==> src/pkg/cstx_pkg.sv <==
// Constants for the CSI-2 transmit map, sync and deskew register bank
package cstx_pkg;
   // ----------------------------------------------------------------
   // Register offsets
   // ----------------------------------------------------------------
   localparam logic [15:0] OFS_DEST_G1    = 16'h042e;
   localparam logic [15:0] OFS_DEST_G2    = 16'h042f;
   localparam logic [15:0] OFS_DEST_G3    = 16'h0430;
   localparam logic [15:0] OFS_CONCAT     = 16'h0431;
   localparam logic [15:0] OFS_MEMMAP     = 16'h0433;
   localparam logic [15:0] OFS_CNT_MODE   = 16'h0441;
   localparam logic [15:0] OFS_STATUS     = 16'h0442;
   localparam logic [15:0] OFS_DSK_INIT   = 16'h0443;
   localparam logic [15:0] OFS_DSK_PER    = 16'h0444;
   localparam logic [15:0] OFS_HS_PRE     = 16'h0445;
   localparam logic [15:0] OFS_HS_POST    = 16'h0446;
   // ----------------------------------------------------------------
   // Reset values and writable-bit masks
   // ----------------------------------------------------------------
   localparam logic [7:0]  RST_ZERO       = 8'h00;
   localparam logic [7:0]  RST_HS_PRE     = 8'h71;
   localparam logic [7:0]  RST_HS_POST    = 8'h19;
   localparam logic [7:0]  MSK_CONCAT     = 8'hbf;
   localparam logic [7:0]  MSK_MEMMAP     = 8'h1f;
   localparam logic [7:0]  MSK_CNT_MODE   = 8'h01;
   localparam logic [7:0]  MSK_DSK_INIT   = 8'hb7;
   // ----------------------------------------------------------------
   // Field positions
   // ----------------------------------------------------------------
   localparam int BIT_GEOM_WIDE  = 7;
   localparam int BIT_MAP12      = 0;
   localparam int BIT_MAP8       = 1;
   localparam int BIT_MAP10      = 2;
   localparam int BIT_UDP_PACK   = 3;
   localparam int BIT_MAP8_ALT2  = 4;
   localparam int BIT_CNT_EN     = 0;
   localparam int BIT_INIT_AUTO  = 7;
   localparam int BIT_INIT_TRIG  = 5;
   localparam int BIT_INIT_MAN   = 4;
   localparam int BIT_PER_EN     = 7;
   localparam int BIT_PER_FALL   = 6;
   // ----------------------------------------------------------------
   // Burst units in UI and entry count
   // ----------------------------------------------------------------
   // Nineteen bits: eight units of 32k UI reach exactly 2^18
   localparam logic [18:0] INIT_UNIT_UI   = 19'h0_8000;
   localparam logic [13:0] PER_UNIT_UI    = 14'h03e8;
   localparam int          N_ENTRY        = 12;
   localparam int          FIRST_ENTRY    = 4;

   typedef enum logic [1:0] {
      HS_IDLE,
      HS_PRE,
      HS_DATA,
      HS_POST
   } cstx_hs_t;
endpackage

==> src/rtl/cstx_regs.sv <==
// CSI-2 transmit map, concatenation, sync status and deskew register bank
`timescale 1ns/1ps
module cstx_regs (
   input  wire logic                clk_sys,
   input  wire logic                nrst,
   input  wire logic [15:0]         reg_addr,
   input  wire logic [7:0]          reg_wdata,
   input  wire logic                reg_wr,
   input  wire logic                reg_rd,
   output logic      [7:0]          reg_rdata,
   input  wire logic                sync_mode_en,
   input  wire logic                video_in_sync,
   input  wire logic                sync_lost_evt,
   input  wire logic                byte_clk,
   input  wire logic                vsync,
   input  wire logic                hs_tx_req,
   input  wire logic                pkt_valid,
   input  wire logic [7:0]          pkt_vc_dt,
   input  wire logic [1:0]          pkt_default_phy,
   input  wire logic [95:0]         entry_match_source,
   input  wire logic [11:0]         entry_enable,
   output logic      [23:0]         entry_phy_target,
   output logic      [1:0]          pkt_phy_sel,
   output logic                     pkt_phy_valid,
   output logic      [3:0]          line_concat_select,
   output logic      [1:0]          concat_master,
   output logic                     wide_concat_geometry,
   output logic                     alt_pixel_layout_twelve,
   output logic                     alt_pixel_layout_byte,
   output logic                     alt_pixel_layout_ten,
   output logic                     second_alt_pixel_layout_byte,
   output logic                     udp_triple_byte_packing,
   output logic                     vs_counter_en,
   output logic                     init_deskew_auto,
   output logic                     init_deskew_start,
   output logic      [18:0]         init_deskew_ui,
   output logic                     per_deskew_start,
   output logic      [13:0]         per_deskew_ui,
   output logic                     hs_data_en,
   output logic                     clk_lane_active
);
   import cstx_pkg::*;

   // ----------------------------------------------------------------
   // Register storage and write decode
   // ----------------------------------------------------------------
   logic [7:0] dest_r [3];
   logic [7:0] concat_r, memmap_r, cnt_mode_r, dsk_init_r, dsk_per_r;
   logic [7:0] hs_pre_r, hs_post_r, rdata_r;
   logic       lost_r, dsk_trig_r;
   logic [18:0] init_ui_r;
   logic [13:0] per_ui_r;

   wire wr_g1    = reg_wr && (reg_addr == OFS_DEST_G1);
   wire wr_g2    = reg_wr && (reg_addr == OFS_DEST_G2);
   wire wr_g3    = reg_wr && (reg_addr == OFS_DEST_G3);
   wire wr_cat   = reg_wr && (reg_addr == OFS_CONCAT);
   wire wr_mm    = reg_wr && (reg_addr == OFS_MEMMAP);
   wire wr_cm    = reg_wr && (reg_addr == OFS_CNT_MODE);
   wire wr_di    = reg_wr && (reg_addr == OFS_DSK_INIT);
   wire wr_dp    = reg_wr && (reg_addr == OFS_DSK_PER);
   wire wr_pre   = reg_wr && (reg_addr == OFS_HS_PRE);
   wire wr_post  = reg_wr && (reg_addr == OFS_HS_POST);
   wire rd_stat  = reg_rd && (reg_addr == OFS_STATUS);

   // Manual deskew fires on a change of the trigger bit, either way, written with the manual bit set
   wire man_fire = wr_di && reg_wdata[BIT_INIT_MAN] &&
                   (reg_wdata[BIT_INIT_TRIG] !=
                    dsk_init_r[BIT_INIT_TRIG]);

   // Plain write-only-when-addressed registers; masks keep reserved 0
   always_ff @(posedge clk_sys or negedge nrst) begin
      if (!nrst) begin
         dest_r[0]  <= RST_ZERO;
         dest_r[1]  <= RST_ZERO;
         dest_r[2]  <= RST_ZERO;
         concat_r   <= RST_ZERO;
         memmap_r   <= RST_ZERO;
         cnt_mode_r <= RST_ZERO;
         dsk_init_r <= RST_ZERO;
         dsk_per_r  <= RST_ZERO;
         hs_pre_r   <= RST_HS_PRE;
         hs_post_r  <= RST_HS_POST;
      end else begin
         if (wr_g1) dest_r[0] <= reg_wdata;
         if (wr_g2) dest_r[1] <= reg_wdata;
         if (wr_g3) dest_r[2] <= reg_wdata;
         if (wr_cat) concat_r <= reg_wdata & MSK_CONCAT;
         if (wr_mm) memmap_r <= reg_wdata & MSK_MEMMAP;
         if (wr_cm) cnt_mode_r <= reg_wdata & MSK_CNT_MODE;
         if (wr_di) dsk_init_r <= reg_wdata & MSK_DSK_INIT;
         if (wr_dp) dsk_per_r <= reg_wdata;
         if (wr_pre) hs_pre_r <= reg_wdata;
         if (wr_post) hs_post_r <= reg_wdata;
      end
   end

   // ----------------------------------------------------------------
   // Status, read port and deskew burst lengths
   // ----------------------------------------------------------------
   wire [7:0] status_w = {5'b0_0000, lost_r, video_in_sync,
                          sync_mode_en};
   wire [7:0] rd_mux =
      (reg_addr == OFS_DEST_G1)  ? dest_r[0]  :
      (reg_addr == OFS_DEST_G2)  ? dest_r[1]  :
      (reg_addr == OFS_DEST_G3)  ? dest_r[2]  :
      (reg_addr == OFS_CONCAT)   ? concat_r   :
      (reg_addr == OFS_MEMMAP)   ? memmap_r   :
      (reg_addr == OFS_CNT_MODE) ? cnt_mode_r :
      (reg_addr == OFS_STATUS)   ? status_w   :
      (reg_addr == OFS_DSK_INIT) ? dsk_init_r :
      (reg_addr == OFS_DSK_PER)  ? dsk_per_r  :
      (reg_addr == OFS_HS_PRE)   ? hs_pre_r   :
      (reg_addr == OFS_HS_POST)  ? hs_post_r  : RST_ZERO;
   wire [18:0] init_ui_nxt = 19'({16'b0, dsk_init_r[2:0]} + 19'd1)
                             * INIT_UNIT_UI;
   wire [13:0] per_ui_nxt  = 14'({11'b0, dsk_per_r[2:0]} + 14'd1)
                             * PER_UNIT_UI;

   // A loss event in the read cycle survives so no loss goes unseen
   always_ff @(posedge clk_sys or negedge nrst) begin
      if (!nrst) begin
         lost_r     <= 1'b0;
         rdata_r    <= RST_ZERO;
         dsk_trig_r <= 1'b0;
         init_ui_r  <= INIT_UNIT_UI;
         per_ui_r   <= PER_UNIT_UI;
      end else begin
         lost_r     <= sync_lost_evt | (lost_r & ~rd_stat);
         if (reg_rd) rdata_r <= rd_mux;
         dsk_trig_r <= man_fire;
         init_ui_r  <= init_ui_nxt;
         per_ui_r   <= per_ui_nxt;
      end
   end

   // ----------------------------------------------------------------
   // Pin synchronisers for byte clock and vsync
   // ----------------------------------------------------------------
   logic [2:0] bclk_s_r, vs_s_r;
   always_ff @(posedge clk_sys or negedge nrst) begin
      if (!nrst) begin
         bclk_s_r <= 3'b000;
         vs_s_r   <= 3'b000;
      end else begin
         bclk_s_r <= {bclk_s_r[1:0], byte_clk};
         vs_s_r   <= {vs_s_r[1:0], vsync};
      end
   end
   // Edges are taken from stages two and three, never from stage one
   wire bclk_edge = bclk_s_r[1] & ~bclk_s_r[2];
   wire vs_rise   = vs_s_r[1] & ~vs_s_r[2];
   wire vs_fall   = ~vs_s_r[1] & vs_s_r[2];

   // ----------------------------------------------------------------
   // Periodic deskew frame divider
   // ----------------------------------------------------------------
   logic [6:0] fcnt_r;
   logic       per_start_r;
   wire        vs_sel   = dsk_per_r[BIT_PER_FALL] ? vs_fall
                                                   : vs_rise;
   wire [6:0]  fmask    = 7'((8'd1 << dsk_per_r[5:3]) - 8'd1);
   wire        per_hit  = dsk_per_r[BIT_PER_EN] && vs_sel &&
                          (fcnt_r >= fmask);

   // Counter rests at zero while disabled so the first frame counts
   always_ff @(posedge clk_sys or negedge nrst) begin
      if (!nrst) begin
         fcnt_r      <= 7'd0;
         per_start_r <= 1'b0;
      end else begin
         per_start_r <= per_hit;
         if (!dsk_per_r[BIT_PER_EN] || per_hit) fcnt_r <= 7'd0;
         else if (vs_sel) fcnt_r <= fcnt_r + 7'd1;
      end
   end

   // ----------------------------------------------------------------
   // HS entry and exit sequencing in byte clocks
   // ----------------------------------------------------------------
   cstx_hs_t   st_r, st_nxt;
   logic [7:0] hcnt_r, hcnt_nxt;
   logic       hs_en_r, clk_act_r;

   // Counts start at zero on entry; a zero count passes at once
   always_comb begin
      st_nxt   = st_r;
      hcnt_nxt = hcnt_r;
      case (st_r)
         HS_IDLE: begin
            hcnt_nxt = 8'd0;
            if (hs_tx_req) st_nxt = HS_PRE;
         end
         HS_PRE: begin
            if (hcnt_r == hs_pre_r) begin
               st_nxt   = HS_DATA;
               hcnt_nxt = 8'd0;
            end else if (bclk_edge) begin
               hcnt_nxt = hcnt_r + 8'd1;
            end
         end
         HS_DATA: begin
            hcnt_nxt = 8'd0;
            if (!hs_tx_req) st_nxt = HS_POST;
         end
         default: begin
            if (hcnt_r == hs_post_r) begin
               st_nxt   = HS_IDLE;
               hcnt_nxt = 8'd0;
            end else if (bclk_edge) begin
               hcnt_nxt = hcnt_r + 8'd1;
            end
         end
      endcase
   end

   always_ff @(posedge clk_sys or negedge nrst) begin
      if (!nrst) begin
         st_r      <= HS_IDLE;
         hcnt_r    <= 8'd0;
         hs_en_r   <= 1'b0;
         clk_act_r <= 1'b0;
      end else begin
         st_r      <= st_nxt;
         hcnt_r    <= hcnt_nxt;
         hs_en_r   <= (st_nxt == HS_DATA);
         clk_act_r <= (st_nxt != HS_IDLE);
      end
   end

   // ----------------------------------------------------------------
   // Packet steering over entries four to fifteen
   // ----------------------------------------------------------------
   logic [11:0] hit_w;
   genvar gi;
   generate
      for (gi = 0; gi < N_ENTRY; gi++) begin : g_match
         // Channel in [7:6], type in [5:0]; both must agree
         assign hit_w[gi] = entry_enable[gi] &&
            (entry_match_source[gi*8+7 -: 2] == pkt_vc_dt[7:6]) &&
            (entry_match_source[gi*8+5 -: 6] == pkt_vc_dt[5:0]);
      end
   endgenerate

   // Lowest matching entry wins; overlap is a software fault
   logic [1:0] route_w;
   always_comb begin
      route_w = pkt_default_phy;
      for (int i = N_ENTRY - 1; i >= 0; i--) begin
         if (hit_w[i]) route_w = dest_r[i/4][(i%4)*2 +: 2];
      end
   end

   logic [1:0] phy_sel_r;
   logic       phy_vld_r;
   always_ff @(posedge clk_sys or negedge nrst) begin
      if (!nrst) begin
         phy_sel_r <= 2'b00;
         phy_vld_r <= 1'b0;
      end else begin
         phy_vld_r <= pkt_valid;
         if (pkt_valid) phy_sel_r <= route_w;
      end
   end

   // ----------------------------------------------------------------
   // Outputs, all taken from flops
   // ----------------------------------------------------------------
   assign reg_rdata                    = rdata_r;
   assign entry_phy_target             = {dest_r[2], dest_r[1],
                                          dest_r[0]};
   assign pkt_phy_sel                  = phy_sel_r;
   assign pkt_phy_valid                = phy_vld_r;
   assign line_concat_select           = concat_r[3:0];
   assign concat_master                = concat_r[5:4];
   assign wide_concat_geometry         = concat_r[BIT_GEOM_WIDE];
   assign alt_pixel_layout_twelve      = memmap_r[BIT_MAP12];
   assign alt_pixel_layout_byte        = memmap_r[BIT_MAP8];
   assign alt_pixel_layout_ten         = memmap_r[BIT_MAP10];
   assign second_alt_pixel_layout_byte = memmap_r[BIT_MAP8_ALT2];
   assign udp_triple_byte_packing      = memmap_r[BIT_UDP_PACK];
   assign vs_counter_en                = cnt_mode_r[BIT_CNT_EN];
   assign init_deskew_auto             = dsk_init_r[BIT_INIT_AUTO];
   assign init_deskew_start            = dsk_trig_r;
   assign init_deskew_ui               = init_ui_r;
   assign per_deskew_start             = per_start_r;
   assign per_deskew_ui                = per_ui_r;
   assign hs_data_en                   = hs_en_r;
   assign clk_lane_active              = clk_act_r;
endmodule

==> config.mk <==
export PLATFORM = sky130hd
export DESIGN_NAME = cstx_regs
export DESIGN_NICKNAME = d
export VERILOG_FILES = /design/src/pkg/cstx_pkg.sv /design/src/rtl/cstx_regs.sv
export SDC_FILE = /design/constraint.sdc
export NUM_CORES = 1
export LEC_CHECK = 0
export CAP_MARGIN = 20
export CORE_ASPECT_RATIO = 1.1
export CORE_MARGIN = 3
export CORE_UTILIZATION = 45
export CTS_BUF_LIST = sky130_fd_sc_hd__clkbuf_16
export DETAILED_ROUTE_END_ITERATION = 8
export DONT_BUFFER_PORTS = 1
export PLACE_DENSITY = 0.63
export SLEW_MARGIN = 20
export SYNTH_ARGS = -nofsm -noshare
export SYNTH_HDL_FRONTEND = slang
export SYNTH_SLANG_ARGS = --single-unit
export TNS_END_PERCENT = 5
==> constraint.sdc <==
create_clock -name clk_sys -period 3.3 [get_ports clk_sys]
set_input_delay 0 -clock clk_sys [delete_from_list [all_inputs] [get_ports clk_sys]]
set_output_delay 0 -clock clk_sys [all_outputs]
set_load 0.01 [all_outputs]
After elaboration in Yosys (flattened, before gate mapping):

Cells that the tools add are included.

* add/subtract/negate cells: 5
* multipliers: 1
* order comparisons: 1
* equal/unequal tests: 41
* shift-type cells: 1
* multiplexer cells: 35
* bitwise gates (word level): 9
* reduce and logical (&&, ||, !) cells: 45

Operator list (count)
* $eq 16x11->1 const B: 11
* $mux 8: 14
* $eq 6x6->1: 12
* $logic_and 1x1->1: 39
* $mux 2: 16
* $eq 2x2->1: 12
* $eq 8x8->1: 2
* $pmux 8 s2: 1
* $mux 7: 2
* $mul 4x7->11 const B: 1
* $add 3x1->4 const B: 2
* $add 8x1->8 const B: 1
* $add 7x1->7 const B: 1
* $ge 7x7->1: 1
* $shl 1x3->7 const A: 1
* $sub 7x1->7 const B: 1
* $pmux 2 s3: 1
* $and 1x1->1: 4
* $eq 2x2->1 const B: 2
* $not 1->1: 4
* $reduce_bool 2->1: 2
* $eq 2x1->1 const B: 1
* $logic_not 2->1: 1
* $reduce_or 2->1: 1
* other kinds (5): 5

* register bits: 121
* bits of input ports: 153
* output and inout bits: 86
* word-level logic and storage cells: 163

Depth between registers and ports, before layout:

* word-level depth: 15
* gate-level depth with buffers: 14
* mapped depth without buffers: 14

Least setup slack after synthesis:

Ideal clock, no wire load.

* kind: reg2reg
* start: reg dsk_per_r[0]
* end: reg per_ui_r[13] (netlist: per_deskew_ui[13])
* setup time: 80 ps
* data arrival time: 3356 ps
* slack: -135 ps
* cell stages (with the launch flop): 13
* cell sequence: dfrtp_1 > ha_1 > xor2_1 > fa_1 > fa_1 > inv_1 > ha_1 > a21oi_1 > o21bai_1 > a21oi_1 > o21ai_0 > a21oi_1 > xnor2_1

* longest elaborated chain between the ends: 2

Ends and longest elaborated chain
* start: declaration: line cstx_regs.sv:48 `logic [7:0] concat_r, memmap_r, cnt_mode_r, dsk_init_r, dsk_per_r;`
* start signal: assignment: line cstx_regs.sv:92 `if (wr_dp) dsk_per_r <= reg_wdata;`
* $add 3x1->4: line cstx_regs.sv:117 `wire [13:0] per_ui_nxt = 14'({11'b0, dsk_per_r[2:0]} + 14'd1)`
* $mul 4x7->11: line cstx_regs.sv:118 `* PER_UNIT_UI;`
* via per_ui_nxt[13]: line cstx_regs.sv:117
* end signal: assignment: line cstx_regs.sv:133 `per_ui_r <= per_ui_nxt;`
* end: declaration: line cstx_regs.sv:52 `logic [13:0] per_ui_r;`

The timed path passes the listed nets, and every way through them passes these cells.
A chain may end at the register's enable or synchronous reset.

Worst setup path after layout:

* start: reg dsk_per_r[2]
* end: reg per_ui_r[13] (netlist: per_deskew_ui[13])

Same word-level chain as after synthesis.

==> impl_metrics.json <==
{
  "status": "finished clean",
  "drv_cap": 0,
  "hold_violations": 0,
  "ir_worst_vdd_v": 0.000351,
  "synth_xor_xnor_area_share_pct": 15.1,
  "yosysWarningCount": 0,
  "drv_slew": 0,
  "synth_mux_area_share_pct": 11.3,
  "drt-pass1-iter-count": 4,
  "grt_max_degree": 122,
  "fin_skew_ns": 0.00831,
  "syn_to_final_growth_pct": 13.5,
  "clkTransAtPathRegs_ns": 0.06,
  "crit_path_top_delay_cell": "fa_1",
  "critPathArrivalTime_ns": 3.47,
  "ios": 239,
  "criticalPathCategory": "reg -> reg",
  "cp_top_family": "adder cells",
  "ys_seq_area_share_pct": 39.2,
  "syn_area_per_cell_um2": 10.5,
  "synth-seq-cells": 121,
  "stdcell_area_um2": 8810,
  "die_w_um": 131,
  "worstSkewPairLatency_ns": 0.43,
  "cpPeakStageDelay_ns": 0.53,
  "synth_compound_area_share_pct": 9.49,
  "start_kind": "flop",
  "final_nets": 948,
  "cts_htree_levels": 4,
  "grt_pass1_vias": 6192,
  "grt_pass1_wl_um": 35600,
  "cts_made_buffers": 17,
  "fin_crit_ns": 3.12,
  "synth_edf_count": 0,
  "start_util_pct": 46.7,
  "p_leak_nw": 3.73,
  "synth_cell_types": 73,
  "via_per_inst": 5.83,
  "clockRootBuffer": "clkbuf_16",
  "fillCellCount": 1463,
  "vias": 5862,
  "route.detailed.drc": 0,
  "cp_max_fo": 5,
  "dieHeight_um": 144,
  "ant_nets": 0,
  "setup_violations": 0,
  "layoutNonFillerInstCount": 1005,
  "dp_cells": 946,
  "synthAdderAreaFrac_pct": 5.83,
  "synth_top_family_by_area": "XOR/XNOR gates",
  "maxSlewHeadroom_pct": 51.1,
  "worst_pin_slew_ns": 0.731,
  "io_buffers": 0,
  "synthCells": 740,
  "totalWireLength_um": 22900,
  "crit_chain": "and3_2, fa_1, fa_1, inv_1, ha_1, a21oi_2, o21bai_1, a21oi_2, o21ai_0, a21oi_1, xnor2_1",
  "async_flop_share_pct": 100,
  "antenna_found_initial": 0,
  "wl_per_cell_um": 22.8,
  "hold_ws_ns": 0.00996,
  "clock-sinks": 121,
  "cp_data_required_time_ns": 3.64,
  "hp-class": "in -> reg",
  "p_per_area_nw_per_um2": 436,
  "clock.fmax_mhz": 320,
  "drt_iter0_markers": 303,
  "end_kind": "flop",
  "synth_ff_type": "dfrtp_1",
  "cts_tree": "done",
  "place_area_um2": 7870,
  "synth-simple-area-share_pct": 13.9,
  "setup_tns_ns": 0,
  "post-route-period-util_pct": 94.6,
  "antennaDiodeCount": 0,
  "drive_gt1_share_pct": 19.3,
  "clockBufferDepth": 2,
  "grt_util_all_layers_pct": 24.6,
  "place.gp.congestion": 0.973,
  "dp_hpwl_um": 17400,
  "gr-total-overflow": 0,
  "netlist_area_um2": 7760,
  "rows": 49,
  "core_area_um2": 16600,
  "rsz0062_at_grt": "no",
  "die_area_um2": 18900,
  "critPathBufInv": 1
}
[what timing repair did]
item                                    4_1_cts  5_1_grt
gates resized for setup                       0        9
pin swaps                                     0        3
endpoints found under the setup margin        1        2
endpoints found under the hold margin       205        0
hold buffers                                 26        0
buffers inserted                              1        0
[final cells by class]
type	count	area, um2	area share, %
clock inverters	15	189	2.14
inverters	27	101	1.15
flip-flops and latches	121	3050	34.6
clock buffers	17	425	4.83
well taps	229	287	3.25
multi-input cells	563	4430	50.3
repair buffers	33	330	3.75
[cells in the mapped netlist (3+ instances only)]
| library cell | number | area, um2 |
|---|---|---|
| a211oi_1 | 10 | 75.1 |
| a21o_1 | 9 | 67.6 |
| a21oi_1 | 22 | 110 |
| a221o_1 | 3 | 30.0 |
| a221oi_1 | 7 | 61.3 |
| a22oi_1 | 3 | 22.5 |
| a31oi_1 | 4 | 25.0 |
| and2_1 | 5 | 31.3 |
| and3_1 | 6 | 37.5 |
| buf_1 | 3 | 11.3 |
| buf_2 | 9 | 45.0 |
| buf_4 | 20 | 150 |
| buf_6 | 4 | 45.0 |
| clkbuf_1 | 9 | 33.8 |
| dfrtp_1 | 107 | 2680 |
| dfstp_2 | 14 | 368 |
| fa_1 | 7 | 140 |
| ha_1 | 25 | 313 |
| inv_1 | 27 | 101 |
| mux2_2 | 66 | 743 |
| mux2i_1 | 11 | 110 |
| nand2_1 | 44 | 165 |
| nand2b_1 | 4 | 25.0 |
| nand3_1 | 20 | 100 |
| nand3_2 | 3 | 30.0 |
| nand4_1 | 22 | 138 |
| nor2_1 | 32 | 120 |
| nor2b_1 | 9 | 56.3 |
| nor3_1 | 9 | 45.0 |
| nor3b_1 | 3 | 22.5 |
| nor4_1 | 10 | 62.6 |
| o211ai_1 | 3 | 22.5 |
| o21ai_0 | 21 | 105 |
| o221ai_1 | 3 | 26.3 |
| o22ai_1 | 3 | 18.8 |
| or3_1 | 5 | 31.3 |
| xnor2_1 | 97 | 850 |
| xor2_1 | 37 | 324 |
[worst register-to-register path, stage by stage (launching register included)]
cell,delay (ns)
dfrtp_1,0.47
and3_2,0.31
fa_1,0.53
fa_1,0.52
inv_1,0.04
ha_1,0.34
a21oi_2,0.15
o21bai_1,0.10
a21oi_2,0.17
o21ai_0,0.10
a21oi_1,0.17
xnor2_1,0.14
[state kept, by name, indices dropped and copies added, names as in the netlist]
signal,cells
bclk_s_r,3
clk_lane_active,1
cnt_mode_r,1
concat_r,7
dsk_init_r,6
dsk_per_r,8
entry_phy_target,24
fcnt_r,7
hcnt_r,8
hs_data_en,1
hs_post_r,8
hs_pre_r,8
init_deskew_start,1
init_deskew_ui,4
lost_r,1
memmap_r,5
per_deskew_start,1
per_deskew_ui,11
pkt_phy_sel,2
pkt_phy_valid,1
reg_rdata,8
st_r,2
vs_s_r,3
[final timing paths]
kind | start | endpoint | slack (ns) | depth (start not counted)
setup / recovery | dsk_per_r[2] | per_deskew_ui[13] | 0.18 | 11
min in group asynchronous | nrst | per_deskew_ui[11] | 0.19 | 2
hold reg to reg | bclk_s_r[0] | bclk_s_r[1] | 0.35 | 0
max in group asynchronous | nrst | dsk_per_r[1] | 2.60 | 2
setup reg to reg | dsk_per_r[2] | per_deskew_ui[13] | 0.18 | 11
hold / removal | reg_addr[6] | reg_rdata[0] | 0.01 | 4
[power by group]
part           total, mW  internal, mW  switching (mW)
Sequential          1.56          1.52          0.0386
Combinational      0.346         0.163           0.183
Clock               1.94          1.20           0.737
[cell families (layout without fill, tap and decap cells)]
group | count (synthesis) | in the layout
compound gates | 107 | 107
xor+xnor | 134 | 134
fa+ha+maj | 32 | 32
buf+inv | 73 | 92
flops | 121 | 121
mux | 79 | 79
other cells | 1 | 18
simple gates | 193 | 193
[stage by stage]
step           utilization (%)  power, mW  setup WS [ns]
6_report                  53.0       3.84          0.179
5_1_grt                   53.0       3.99        0.00781
4_1_cts                   52.8       3.88         0.0249
3_5_place_dp              47.4       1.85       -0.00590
3_3_place_gp              47.4       1.84         0.0743
2_1_floorplan                -       1.86         0.0345
[per-layer routing]
metal  global-route usage, %  share of wire [%]  vias to the layer above
li1                        -                  -                     2636
met2                    44.6                 52                      259
met3                    6.37                7.7                       47
met4                    11.4                3.8                        0
met5                       0                  0                        -
met1                    27.5                 36                     2920
[layout by cell type (no fill, tap or decap), types with 4 or more instances in the layout]
cell type,netlist,routed
a211oi_1,10,10
a21o_1,9,9
a21oi_1,22,20
a221oi_1,7,7
a31oi_1,4,4
and2_1,5,5
and3_1,6,5
buf_4,20,7
clkbuf_16,0,17
clkinv_4,0,4
conb_1,1,18
dfrtp_1,107,105
dfstp_2,14,14
dlygate4sd3_1,0,25
fa_1,7,6
ha_1,25,24
inv_1,27,27
inv_6,0,5
mux2_2,66,66
mux2i_1,11,11
nand2_1,44,44
nand2b_1,4,4
nand3_1,20,20
nand4_1,22,22
nor2_1,32,31
nor2b_1,9,9
nor3_1,9,9
nor4_1,10,10
o21ai_0,21,21
or3_1,5,5
xnor2_1,97,97
xor2_1,37,36
Power figures use the tool's default switching activity.
